File: config.mk
export PLATFORM = sky130hd
export DESIGN_NAME = power_removal_control
export DESIGN_NICKNAME = d
export VERILOG_FILES = /design/src/pkg/power_removal_pkg.sv /design/src/hdl/dwell_timer.sv /design/src/hdl/power_removal_control.sv
export SDC_FILE = /design/constraint.sdc
export NUM_CORES = 1
export LEC_CHECK = 0
export BUFFER_PORTS_ARGS = -buffer_cell sky130_fd_sc_hd__buf_2
export CORE_MARGIN = 2
export CORE_UTILIZATION = 55
export DETAILED_ROUTE_END_ITERATION = 8
export PLACE_DENSITY = 0.9
export SYNTH_ARGS = -nofsm -noshare
export SYNTH_HDL_FRONTEND = slang
export SYNTH_SLANG_ARGS = --single-unit
File: constraint.sdc
create_clock -name clk_i -period 7 [get_ports clk_i]
set_input_delay 2.1 -clock clk_i [delete_from_list [all_inputs] [get_ports clk_i]]
set_output_delay 2.1 -clock clk_i [all_outputs]
set_load 0.01 [all_outputs]
File: src/pkg/power_removal_pkg.sv
/*
  Constants, register map and types for the power removal control block.
  Assumes a 100 MHz system clock and a classic Wishbone register bus.
*/
package power_removal_pkg;

  // Clock and time base
  localparam int CLK_PERIOD_NS     = 10;
  localparam int MS_PERIOD_NS      = 1000000;
  localparam int MS_CYCLES_DEFAULT = (MS_PERIOD_NS + CLK_PERIOD_NS - 1) / CLK_PERIOD_NS;
  localparam int MS_CNT_W          = 17;

  // Removal timing, in milliseconds
  localparam int REMOVAL_MAX_MS    = 15;
  // Dwell well inside the 15 ms budget: tick jitter adds up to 1 ms
  localparam int DWELL_MS          = 10;
  localparam int DWELL_W           = 4;
  localparam logic [DWELL_W-1:0] DWELL_TICKS = DWELL_W'(DWELL_MS);
  localparam int BLINK_HALF_MS     = 250;
  localparam int BLINK_W           = 8;
  localparam logic [BLINK_W-1:0] BLINK_TICKS = BLINK_W'(BLINK_HALF_MS - 1);

  // Register byte offsets
  localparam logic [7:0] CTRL_OFFSET      = 8'h00;
  localparam logic [7:0] STATUS_OFFSET    = 8'h04;
  localparam logic [7:0] IRQ_STATUS_OFFSET = 8'h08;
  localparam logic [7:0] IRQ_MASK_OFFSET  = 8'h0c;

  // Control fields
  localparam int CTRL_EXC_CMD_BIT  = 0;
  localparam int CTRL_MODE_BIT     = 1;
  localparam logic CTRL_EXC_CMD_RESET = 1'b0;
  localparam logic CTRL_MODE_RESET    = 1'b0;

  // Status fields
  localparam int STAT_REMOVAL_BIT  = 0;
  localparam int STAT_EXCITED_BIT  = 1;
  localparam int STAT_UPPER_BIT    = 2;
  localparam int STAT_LOWER_BIT    = 3;
  localparam int STAT_MONITOR_BIT  = 4;
  localparam int STAT_MISMATCH_BIT = 5;

  // Interrupt fields
  localparam int IRQ_W             = 3;
  localparam int IRQ_ENTER_BIT     = 0;
  localparam int IRQ_RELEASE_BIT   = 1;
  localparam int IRQ_MISMATCH_BIT  = 2;
  localparam logic [IRQ_W-1:0] IRQ_RESET = 3'h0;

  typedef enum logic [1:0] {
    ST_RELEASED,
    ST_REMOVAL,
    ST_RUN
  } removal_state_e;

endpackage : power_removal_pkg

File: src/hdl/dwell_timer.sv
/*
  Dwell timer: reports that a condition has held for a fixed number of
  millisecond ticks. Assumes cond_i is already synchronous to clk_i.
*/
`timescale 1ns/10ps
module dwell_timer (
  // Clock and reset
  input  wire logic clk_i,
  input  wire logic rst_i,
  // Time base and condition
  input  wire logic tick_i,
  input  wire logic cond_i,
  // Result
  output logic      done_o
);
  import power_removal_pkg::*;

  typedef struct packed {
    logic [DWELL_W-1:0] cnt;
    logic               done;
  } dwell_s;

  dwell_s r_reg;
  dwell_s r_next;

  always_comb begin
    r_next = r_reg;
    if (!cond_i) begin
      r_next.cnt  = '0;
      r_next.done = 1'b0;
    end else if (tick_i && !r_reg.done) begin
      // A partial first tick counts, so the dwell is between N-1 and N ms
      r_next.cnt  = r_reg.cnt + DWELL_W'(1);
      r_next.done = (r_reg.cnt + DWELL_W'(1)) >= DWELL_TICKS;
    end
  end

  always_ff @(posedge clk_i) begin
    if (rst_i) begin
      r_reg <= '0;
    end else begin
      r_reg <= r_next;
    end
  end

  assign done_o = r_reg.done;

endmodule : dwell_timer

File: src/hdl/power_removal_control.sv
/*
  Power removal control: gates the inverter arm drives from two removal
  inputs, sequences removal, release and re-excitation, and drives the
  status outputs, fault monitor and a Wishbone register file with an
  interrupt. Assumes removal and clear inputs come from external pins and
  that drive and bus signals are synchronous to clk_i.
*/
// Our own choices: the Wishbone interface to the registers and the register offsets.
// Functional notes
// - Both inputs off: removal state, motor unexcited
// - Upper input gates upper arm, lower gates lower
// - Mode 0 status behaviour; mode resets to 0
// - Removal: indicator on, ready outputs and brake off
// - Removal: green blink, brake holds shaft
// - Enter removal within 15 ms of both off
// - Both on: leave removal, stay unexcited
// - Re-excite on clear edge with excitation command
// - Clear: indicator off, ready and brake on, steady
// - One input on keeps removal state
// - Monitor on only when both inputs off
// - One input on: monitor off, motor unexcited
`timescale 1ns/10ps
module power_removal_control #(
  parameter int MS_CYCLES = power_removal_pkg::MS_CYCLES_DEFAULT
) (
  // Clock and reset
  input  wire logic        clk_i,
  input  wire logic        rst_i,
  // Removal and clear pins, active high means contact on
  input  wire logic        removal_input_upper_i,
  input  wire logic        removal_input_lower_i,
  input  wire logic        excitation_off_clear_i,
  // Inverter arm drives from the current loop
  input  wire logic        gate_upper_i,
  input  wire logic        gate_lower_i,
  // Gated inverter arm drives
  output logic             drive_upper_o,
  output logic             drive_lower_o,
  // Status outputs
  output logic             motor_excite_o,
  output logic             excitation_off_indicator_o,
  output logic             drive_command_ready_o,
  output logic             ready_o,
  output logic             brake_control_output_o,
  output logic             power_alarm_indicator_o,
  output logic             alarm_o,
  output logic             removal_fault_monitor_o,
  // Wishbone slave
  input  wire logic        wb_cyc_i,
  input  wire logic        wb_stb_i,
  input  wire logic        wb_we_i,
  input  wire logic [7:0]  wb_adr_i,
  input  wire logic [3:0]  wb_sel_i,
  input  wire logic [31:0] wb_dat_i,
  output logic [31:0]      wb_dat_o,
  output logic             wb_ack_o,
  // Interrupt
  output logic             irq_o
);
  import power_removal_pkg::*;

  typedef struct packed {
    removal_state_e     st;
    logic [MS_CNT_W-1:0] ms_cnt;
    logic               tick;
    logic [BLINK_W-1:0] blink_cnt;
    logic               blink;
    logic [1:0]         up_sync;
    logic [1:0]         lo_sync;
    logic [1:0]         clr_sync;
    logic               clr_prev;
    logic               exc_cmd;
    logic               mode;
    logic [IRQ_W-1:0]   irq_st;
    logic [IRQ_W-1:0]   irq_mask;
    logic               ack;
    logic [31:0]        dat;
    logic               drv_up;
    logic               drv_lo;
    logic               excite;
    logic               eto_ind;
    logic               drive_command_ready;
    logic               rdy;
    logic               brake;
    logic               led;
    logic               alarm;
    logic               monitor;
    logic               irq;
  } ctrl_s;

  ctrl_s r_reg;
  ctrl_s r_next;

  logic up_on;
  logic lo_on;
  logic off_done;
  logic on_done;
  logic mis_done;
  logic clr_edge;
  logic bus_req;
  logic bus_wr;
  logic [IRQ_W-1:0] events;
  logic [IRQ_W-1:0] w1c;

  function automatic logic sel_hit(input logic [7:0] adr, input logic [7:0] off);
    sel_hit = (adr[7:2] == off[7:2]);
  endfunction : sel_hit

  assign up_on    = r_reg.up_sync[1];
  assign lo_on    = r_reg.lo_sync[1];
  assign clr_edge = r_reg.clr_sync[1] && !r_reg.clr_prev;
  assign bus_req  = wb_cyc_i && wb_stb_i && !r_reg.ack;
  assign bus_wr   = bus_req && wb_we_i && wb_sel_i[0];

  dwell_timer u_off_dwell (
    .clk_i  (clk_i),
    .rst_i  (rst_i),
    .tick_i (r_reg.tick),
    .cond_i (!up_on && !lo_on),
    .done_o (off_done)
  );

  dwell_timer u_on_dwell (
    .clk_i  (clk_i),
    .rst_i  (rst_i),
    .tick_i (r_reg.tick),
    .cond_i (up_on && lo_on),
    .done_o (on_done)
  );

  // A transient skew between the two contacts is not a wiring fault
  dwell_timer u_mis_dwell (
    .clk_i  (clk_i),
    .rst_i  (rst_i),
    .tick_i (r_reg.tick),
    .cond_i (up_on != lo_on),
    .done_o (mis_done)
  );

  always_comb begin
    r_next = r_reg;
    events = '0;
    w1c    = '0;

    // Pin synchronisers
    r_next.up_sync  = {r_reg.up_sync[0], removal_input_upper_i};
    r_next.lo_sync  = {r_reg.lo_sync[0], removal_input_lower_i};
    r_next.clr_sync = {r_reg.clr_sync[0], excitation_off_clear_i};
    r_next.clr_prev = r_reg.clr_sync[1];

    // Millisecond time base
    r_next.tick = 1'b0;
    if (r_reg.ms_cnt >= MS_CNT_W'(MS_CYCLES - 1)) begin
      r_next.ms_cnt = '0;
      r_next.tick   = 1'b1;
    end else begin
      r_next.ms_cnt = r_reg.ms_cnt + MS_CNT_W'(1);
    end

    if (r_reg.tick) begin
      if (r_reg.blink_cnt >= BLINK_TICKS) begin
        r_next.blink_cnt = '0;
        r_next.blink     = !r_reg.blink;
      end else begin
        r_next.blink_cnt = r_reg.blink_cnt + BLINK_W'(1);
      end
    end

    // Sequencer
    case (r_reg.st)
      ST_RUN: begin
        if (off_done) begin
          r_next.st = ST_REMOVAL;
          events[IRQ_ENTER_BIT] = 1'b1;
        end else if (mis_done) begin
          r_next.st = ST_RELEASED;
        end
      end
      ST_REMOVAL: begin
        if (on_done) begin
          r_next.st = ST_RELEASED;
          events[IRQ_RELEASE_BIT] = 1'b1;
        end
      end
      ST_RELEASED: begin
        if (off_done) begin
          r_next.st = ST_REMOVAL;
          events[IRQ_ENTER_BIT] = 1'b1;
        end else if (clr_edge && r_reg.exc_cmd && up_on && lo_on && !mis_done) begin
          r_next.st = ST_RUN;
        end
      end
      default: begin
        r_next.st = ST_RELEASED;
      end
    endcase

    if (mis_done && (up_on != lo_on)) begin
      events[IRQ_MISMATCH_BIT] = 1'b1;
    end

    // Arm gating follows each contact directly, independent of the sequencer
    r_next.drv_up = gate_upper_i && up_on;
    r_next.drv_lo = gate_lower_i && lo_on;

    // Status outputs, mode 0 behaviour except alarm, which is set in removal when mode is 1
    r_next.excite   = (r_next.st == ST_RUN);
    r_next.eto_ind  = (r_next.st != ST_RUN);
    r_next.drive_command_ready = (r_next.st == ST_RUN);
    r_next.rdy      = (r_next.st == ST_RUN);
    r_next.brake    = (r_next.st == ST_RUN);
    r_next.led      = (r_next.st == ST_REMOVAL) ? r_reg.blink : 1'b1;
    r_next.alarm    = (r_next.st == ST_REMOVAL) && r_reg.mode;
    r_next.monitor  = !up_on && !lo_on;

    // Register bus
    r_next.ack = bus_req;
    if (bus_req) begin
      r_next.dat = '0;
      if (sel_hit(wb_adr_i, CTRL_OFFSET)) begin
        r_next.dat[CTRL_EXC_CMD_BIT] = r_reg.exc_cmd;
        r_next.dat[CTRL_MODE_BIT]    = r_reg.mode;
      end else if (sel_hit(wb_adr_i, STATUS_OFFSET)) begin
        r_next.dat[STAT_REMOVAL_BIT]  = (r_reg.st == ST_REMOVAL);
        r_next.dat[STAT_EXCITED_BIT]  = (r_reg.st == ST_RUN);
        r_next.dat[STAT_UPPER_BIT]    = up_on;
        r_next.dat[STAT_LOWER_BIT]    = lo_on;
        r_next.dat[STAT_MONITOR_BIT]  = r_reg.monitor;
        r_next.dat[STAT_MISMATCH_BIT] = mis_done;
      end else if (sel_hit(wb_adr_i, IRQ_STATUS_OFFSET)) begin
        r_next.dat[IRQ_W-1:0] = r_reg.irq_st;
      end else if (sel_hit(wb_adr_i, IRQ_MASK_OFFSET)) begin
        r_next.dat[IRQ_W-1:0] = r_reg.irq_mask;
      end
    end

    if (bus_wr) begin
      if (sel_hit(wb_adr_i, CTRL_OFFSET)) begin
        r_next.exc_cmd = wb_dat_i[CTRL_EXC_CMD_BIT];
        r_next.mode    = wb_dat_i[CTRL_MODE_BIT];
      end else if (sel_hit(wb_adr_i, IRQ_STATUS_OFFSET)) begin
        w1c = wb_dat_i[IRQ_W-1:0];
      end else if (sel_hit(wb_adr_i, IRQ_MASK_OFFSET)) begin
        r_next.irq_mask = wb_dat_i[IRQ_W-1:0];
      end
    end

    // A new event in the clearing cycle survives the clear
    r_next.irq_st = (r_reg.irq_st & ~w1c) | events;
    r_next.irq    = |(r_next.irq_st & r_next.irq_mask);
  end

  always_ff @(posedge clk_i) begin
    if (rst_i) begin
      r_reg          <= '0;
      r_reg.st       <= ST_RELEASED;
      r_reg.exc_cmd  <= CTRL_EXC_CMD_RESET;
      r_reg.mode     <= CTRL_MODE_RESET;
      r_reg.irq_st   <= IRQ_RESET;
      r_reg.irq_mask <= IRQ_RESET;
      r_reg.eto_ind  <= 1'b1;
      r_reg.led      <= 1'b1;
    end else begin
      r_reg <= r_next;
    end
  end

  assign drive_upper_o              = r_reg.drv_up;
  assign drive_lower_o              = r_reg.drv_lo;
  assign motor_excite_o             = r_reg.excite;
  assign excitation_off_indicator_o = r_reg.eto_ind;
  assign drive_command_ready_o      = r_reg.drive_command_ready;
  assign ready_o                    = r_reg.rdy;
  assign brake_control_output_o     = r_reg.brake;
  assign power_alarm_indicator_o    = r_reg.led;
  assign alarm_o                    = r_reg.alarm;
  assign removal_fault_monitor_o    = r_reg.monitor;
  assign wb_dat_o                   = r_reg.dat;
  assign wb_ack_o                   = r_reg.ack;
  assign irq_o                      = r_reg.irq;

endmodule : power_removal_control

==> metrics.sh <==
RESULT_OF_THE_RUN='complete, no violations'
FINAL-INSTANCE-COUNT-EXCL-FILL=478
FINALWORSTSETUPSLACK_NS=3.28
POST_CTS_RESIZE_COUNT=0
WORST_VOLTAGE_DROP_ACROSS_THE_VDD_GRID_mV=0.131
SYNTH_FF_TYPE='dfxtp_1'
YS_ASYNC_SR_FRACTION_PCT=0
DESIGN.DIE.AREA_UM2=6750
ANTENNA_FOUND_INITIAL=0
NETS=465
CORE_AREA_UM2=5920
CRITICAL_PATH_CLASS='input pin to register'
CLK_PIN_SLEW_NS=0.07
CRIT_CHAIN='buf_2 -> or4_4 -> or4b_4 -> a221o_1 -> a211o_1'
CRIT_PATH_MAX_INCR_DELAY_NS=0.57
WORSTSKEWPAIRLATENCY_NS=0.35
CRITICAL-PATH-TOP-DELAY-FAMILY='simple AND/OR/NAND/NOR gates'
TIMING.SETUP.TNS_NS=0
CP_DATA_ARRIVAL_TIME_NS=3.95
BOUNDARYPINS=98
N_FILL_CELL=519
REG2REGPATHDEPTH=4
HOLDPATHEND='r_next[52]'
PLACED_INSTS=463
DRT_DRC_VIOLATIONS_LEFT=0
TRITONCTS_NUM_SINKS=74
DETAILROUTE.VIA_COUNT=2452
GRT_START_MAX_NET_PINS=37
REPLACE_CONGESTION=0.857
MAX_CLOCK_FREQ_MHz=269
GLOBAL_ROUTE.OVERFLOW_TOTAL=0
MAXCAPVIOLCOUNT=0
FINAL_LAYOUT_SIZE_SUFFIX_GT1_SHARE_PCT=14.1
CTS_BUFFERS=9
LARGEST_REG_FLOPS=39
SYNTH_ENABLE_FLOP_CELLS=0
INITIAL_CORE_UTIL_PCT=56.7
WHS_PATH_DEPTH=1
PERIOD_NEEDED_NS=3.72
SYN2LAYOUT_AREA_GROWTH_PCT=7.37
HTREE_NUM_LEVELS=3
YS_SEQ_AREA_SHARE_PCT=44.1
GRT_PASS1_VIAS=2298
DIE_H_UM=82.2
DP_WORST_SETUP_SLACK_NS=2.94
YS_FF_LATCH=74
FIRSTDRTPASSITERS=5
END_KIND='register'
SYNTHESIS_WARNING_TOTAL=0
WORSTPATHREQUIRED_NS=7.23
POST_SYNTH.CELL_AREA_AVG_UM2=9.08
DP_HPWL_UM=4250
TIGHTEST_SLEW_NS=0.638
TIMING.CLOCK.SKEW_NS=0.00932
SYNTH_CELL_TYPES=40
TRITONCTS='yes'
CRIT-REG2REG-LAUNCH='wb_ack_o'
FINALWIRELENGTH_UM=5980
HOLD_VIOLATIONS=0
CRITPATHMAXFANOUT=5
CRITICAL_PATH.SLOWEST_CELL='or4_4'
FINAL_MAX_SLEW_VIOL_COUNT=0
POWER.DENSITY_CELL_AREA_nW_PER_UM2=208
DETAIL-ROUTE-ANTENNA-NETS=0
POST_DRT_WL_PER_CELL_UM=12.5
FINAL.PERIOD_UTILIZATION_PCT=53.2
SYNTH_CELL_AREA_UM2=3360
GRT_USAGE_PCT=18.5
CELLLEAKAGEPOWER_nW=1.45
CAPTURE_INSTANCE_OF_THE_WORST_REGISTER_TO_REGISTER_PATH='irq_o'
NUMBER_OF_DIODES=0
CLOCK_PATH_BUFFERS=2
POST_SYNTH_INST_COUNT=370
HP-START='r_next[54]'
GLOBAL_ROUTE_WIRE_LENGTH_BEFORE_REPAIR_UM=9430
FINALSETUPVIOLATIONS=0
DETAILEDROUTE.FIRSTITERATIONVIOLATIONS=106
FLOORPLAN.DIE.WIDTH_UM=82.2
PATH_BUF_INV=1
DETAIL_ROUTE.VIAS_PER_CELL=5.13
REG2REG_SETUP_SLACK_NS=4.80
BUFFER_PORTS.INSERTED=37
CRIT_PATH_LAUNCH_TYPE='input pin'
ROOT_BUFFER='clkbuf_8'
UNREPAIRED_SETUP_ENDPOINTS_AFTER_GLOBAL_ROUTING='no'
CTS_HOLD_BUF=0
FP-ROW-COUNT=28
WORSTHOLDPATHTYPE='register to register'
CTS_POST_SETUP_BUFFERS_INSERTED=0
SLEW_HEADROOM_PCT=57.4
worst reg2reg max path, stage by stage, from the launching register on:
cell      delay [ns]
dfxtp_1         0.31
nand3b_1        0.44
or4b_4          0.69
a221o_1         0.38
a211o_1         0.27
how the worst max path moves through the flow:
stage,startpoint,cells past startpoint,endpoint,slack (ns)
floorplan,wb_adr_i[7],4,irq_o,3.11
global placement,wb_adr_i[7],5,irq_o,2.94
global route,wb_adr_i[7],5,irq_o,3.26
detailed placement,wb_adr_i[7],5,irq_o,2.94
CTS,wb_adr_i[7],5,irq_o,3.30
finish,wb_adr_i[7],5,irq_o,3.28
cell usage after synthesis (2+ instances only):
| library cell | n | area share [%] |
|---|---|---|
| a211oi_1 | 5 | 1.1 |
| a21oi_1 | 5 | 0.74 |
| a221o_1 | 2 | 0.60 |
| a22oi_1 | 6 | 1.3 |
| a31oi_1 | 4 | 0.74 |
| and2_1 | 2 | 0.37 |
| and3_1 | 4 | 0.74 |
| and4_1 | 2 | 0.52 |
| buf_4 | 35 | 7.8 |
| clkbuf_1 | 8 | 0.89 |
| dfxtp_1 | 74 | 44 |
| ha_1 | 12 | 4.5 |
| inv_1 | 12 | 1.3 |
| mux2i_1 | 4 | 1.2 |
| mux4_2 | 2 | 1.3 |
| nand2_1 | 24 | 2.7 |
| nand2b_1 | 8 | 1.5 |
| nand3_1 | 9 | 1.3 |
| nand3b_1 | 4 | 0.89 |
| nand4_1 | 8 | 1.5 |
| nor2_1 | 63 | 7.0 |
| nor2b_1 | 16 | 3.0 |
| nor3_1 | 6 | 0.89 |
| nor4_1 | 4 | 0.74 |
| o21a_1 | 2 | 0.45 |
| o21ai_0 | 2 | 0.30 |
| xnor2_1 | 19 | 5.0 |
| xor2_1 | 16 | 4.2 |
stage by stage:
| step | util (%) | hold slack, ns | total power [mW] | instance area (um^2) |
|---|---|---|---|---|
| 6_report | 60.9 | 0.438 | 0.750 | 3610 |
| 3_5_place_dp | 58.0 | 0.428 | 0.469 | 3440 |
| 2_1_floorplan | - | 0.414 | 0.470 | 3450 |
| 3_3_place_gp | 58.0 | 0.419 | 0.468 | 3440 |
| 4_1_cts | 60.9 | 0.444 | 0.756 | 3610 |
| 5_1_grt | 60.9 | 0.473 | 0.780 | 3610 |
layout make-up:
| cell class | count | area, um^2 | share of cell area, % |
|---|---|---|---|
| inverter | 12 | 45.0 | 1.25 |
| multi-input combinational | 265 | 1630 | 45.2 |
| sequential | 74 | 1480 | 41.1 |
| clock buffer | 13 | 159 | 4.41 |
| clock inverter | 2 | 12.5 | 0.347 |
| tap | 75 | 93.8 | 2.60 |
| timing repair buffer | 37 | 185 | 5.13 |
layer usage:
metal | routed length, um | global-route usage [%] | vias up | part of all wire (%)
met2 | 2950 | 34.0 | 78 | 49
met5 | 0 | 0 | - | 0
met4 | 110 | 7.33 | 0 | 1.8
met3 | 354 | 7.07 | 12 | 5.9
li1 | - | - | 1223 | -
met1 | 2560 | 18.7 | 1139 | 43
logic make-up (layout without fill, tap and decap cells):
group | count (synthesis) | in the layout | synth area share (%)
buffers and inverters | 56 | 64 | 10.2
other | 1 | 26 | 0.112
AND/OR/NAND/NOR | 156 | 156 | 23.2
XOR/XNOR | 35 | 35 | 9.12
multiplexers | 6 | 6 | 2.53
adder cells (fa/ha/maj) | 12 | 12 | 4.47
flip-flops | 74 | 74 | 44.1
AO/OA/AOI/OAI | 30 | 30 | 6.29
power breakdown:
part	leakage (nW)	internal, mW	total, mW	switching, mW
registers	0.598	0.425	0.428	0.00290
clock network	0.0855	0.146	0.290	0.144
logic	0.766	0.0101	0.0322	0.0221
placed cells by master (no fill, tap or decap), drive strengths merged, types with 13 or more instances in the layout:
master / instances
buf: 37
xor2: 16
xnor2: 19
dfxtp: 74
conb: 26
clkbuf: 13
nor2b: 16
nand2: 24
nor2: 63
No activity file was read; power rests on OpenSTA's default activity.
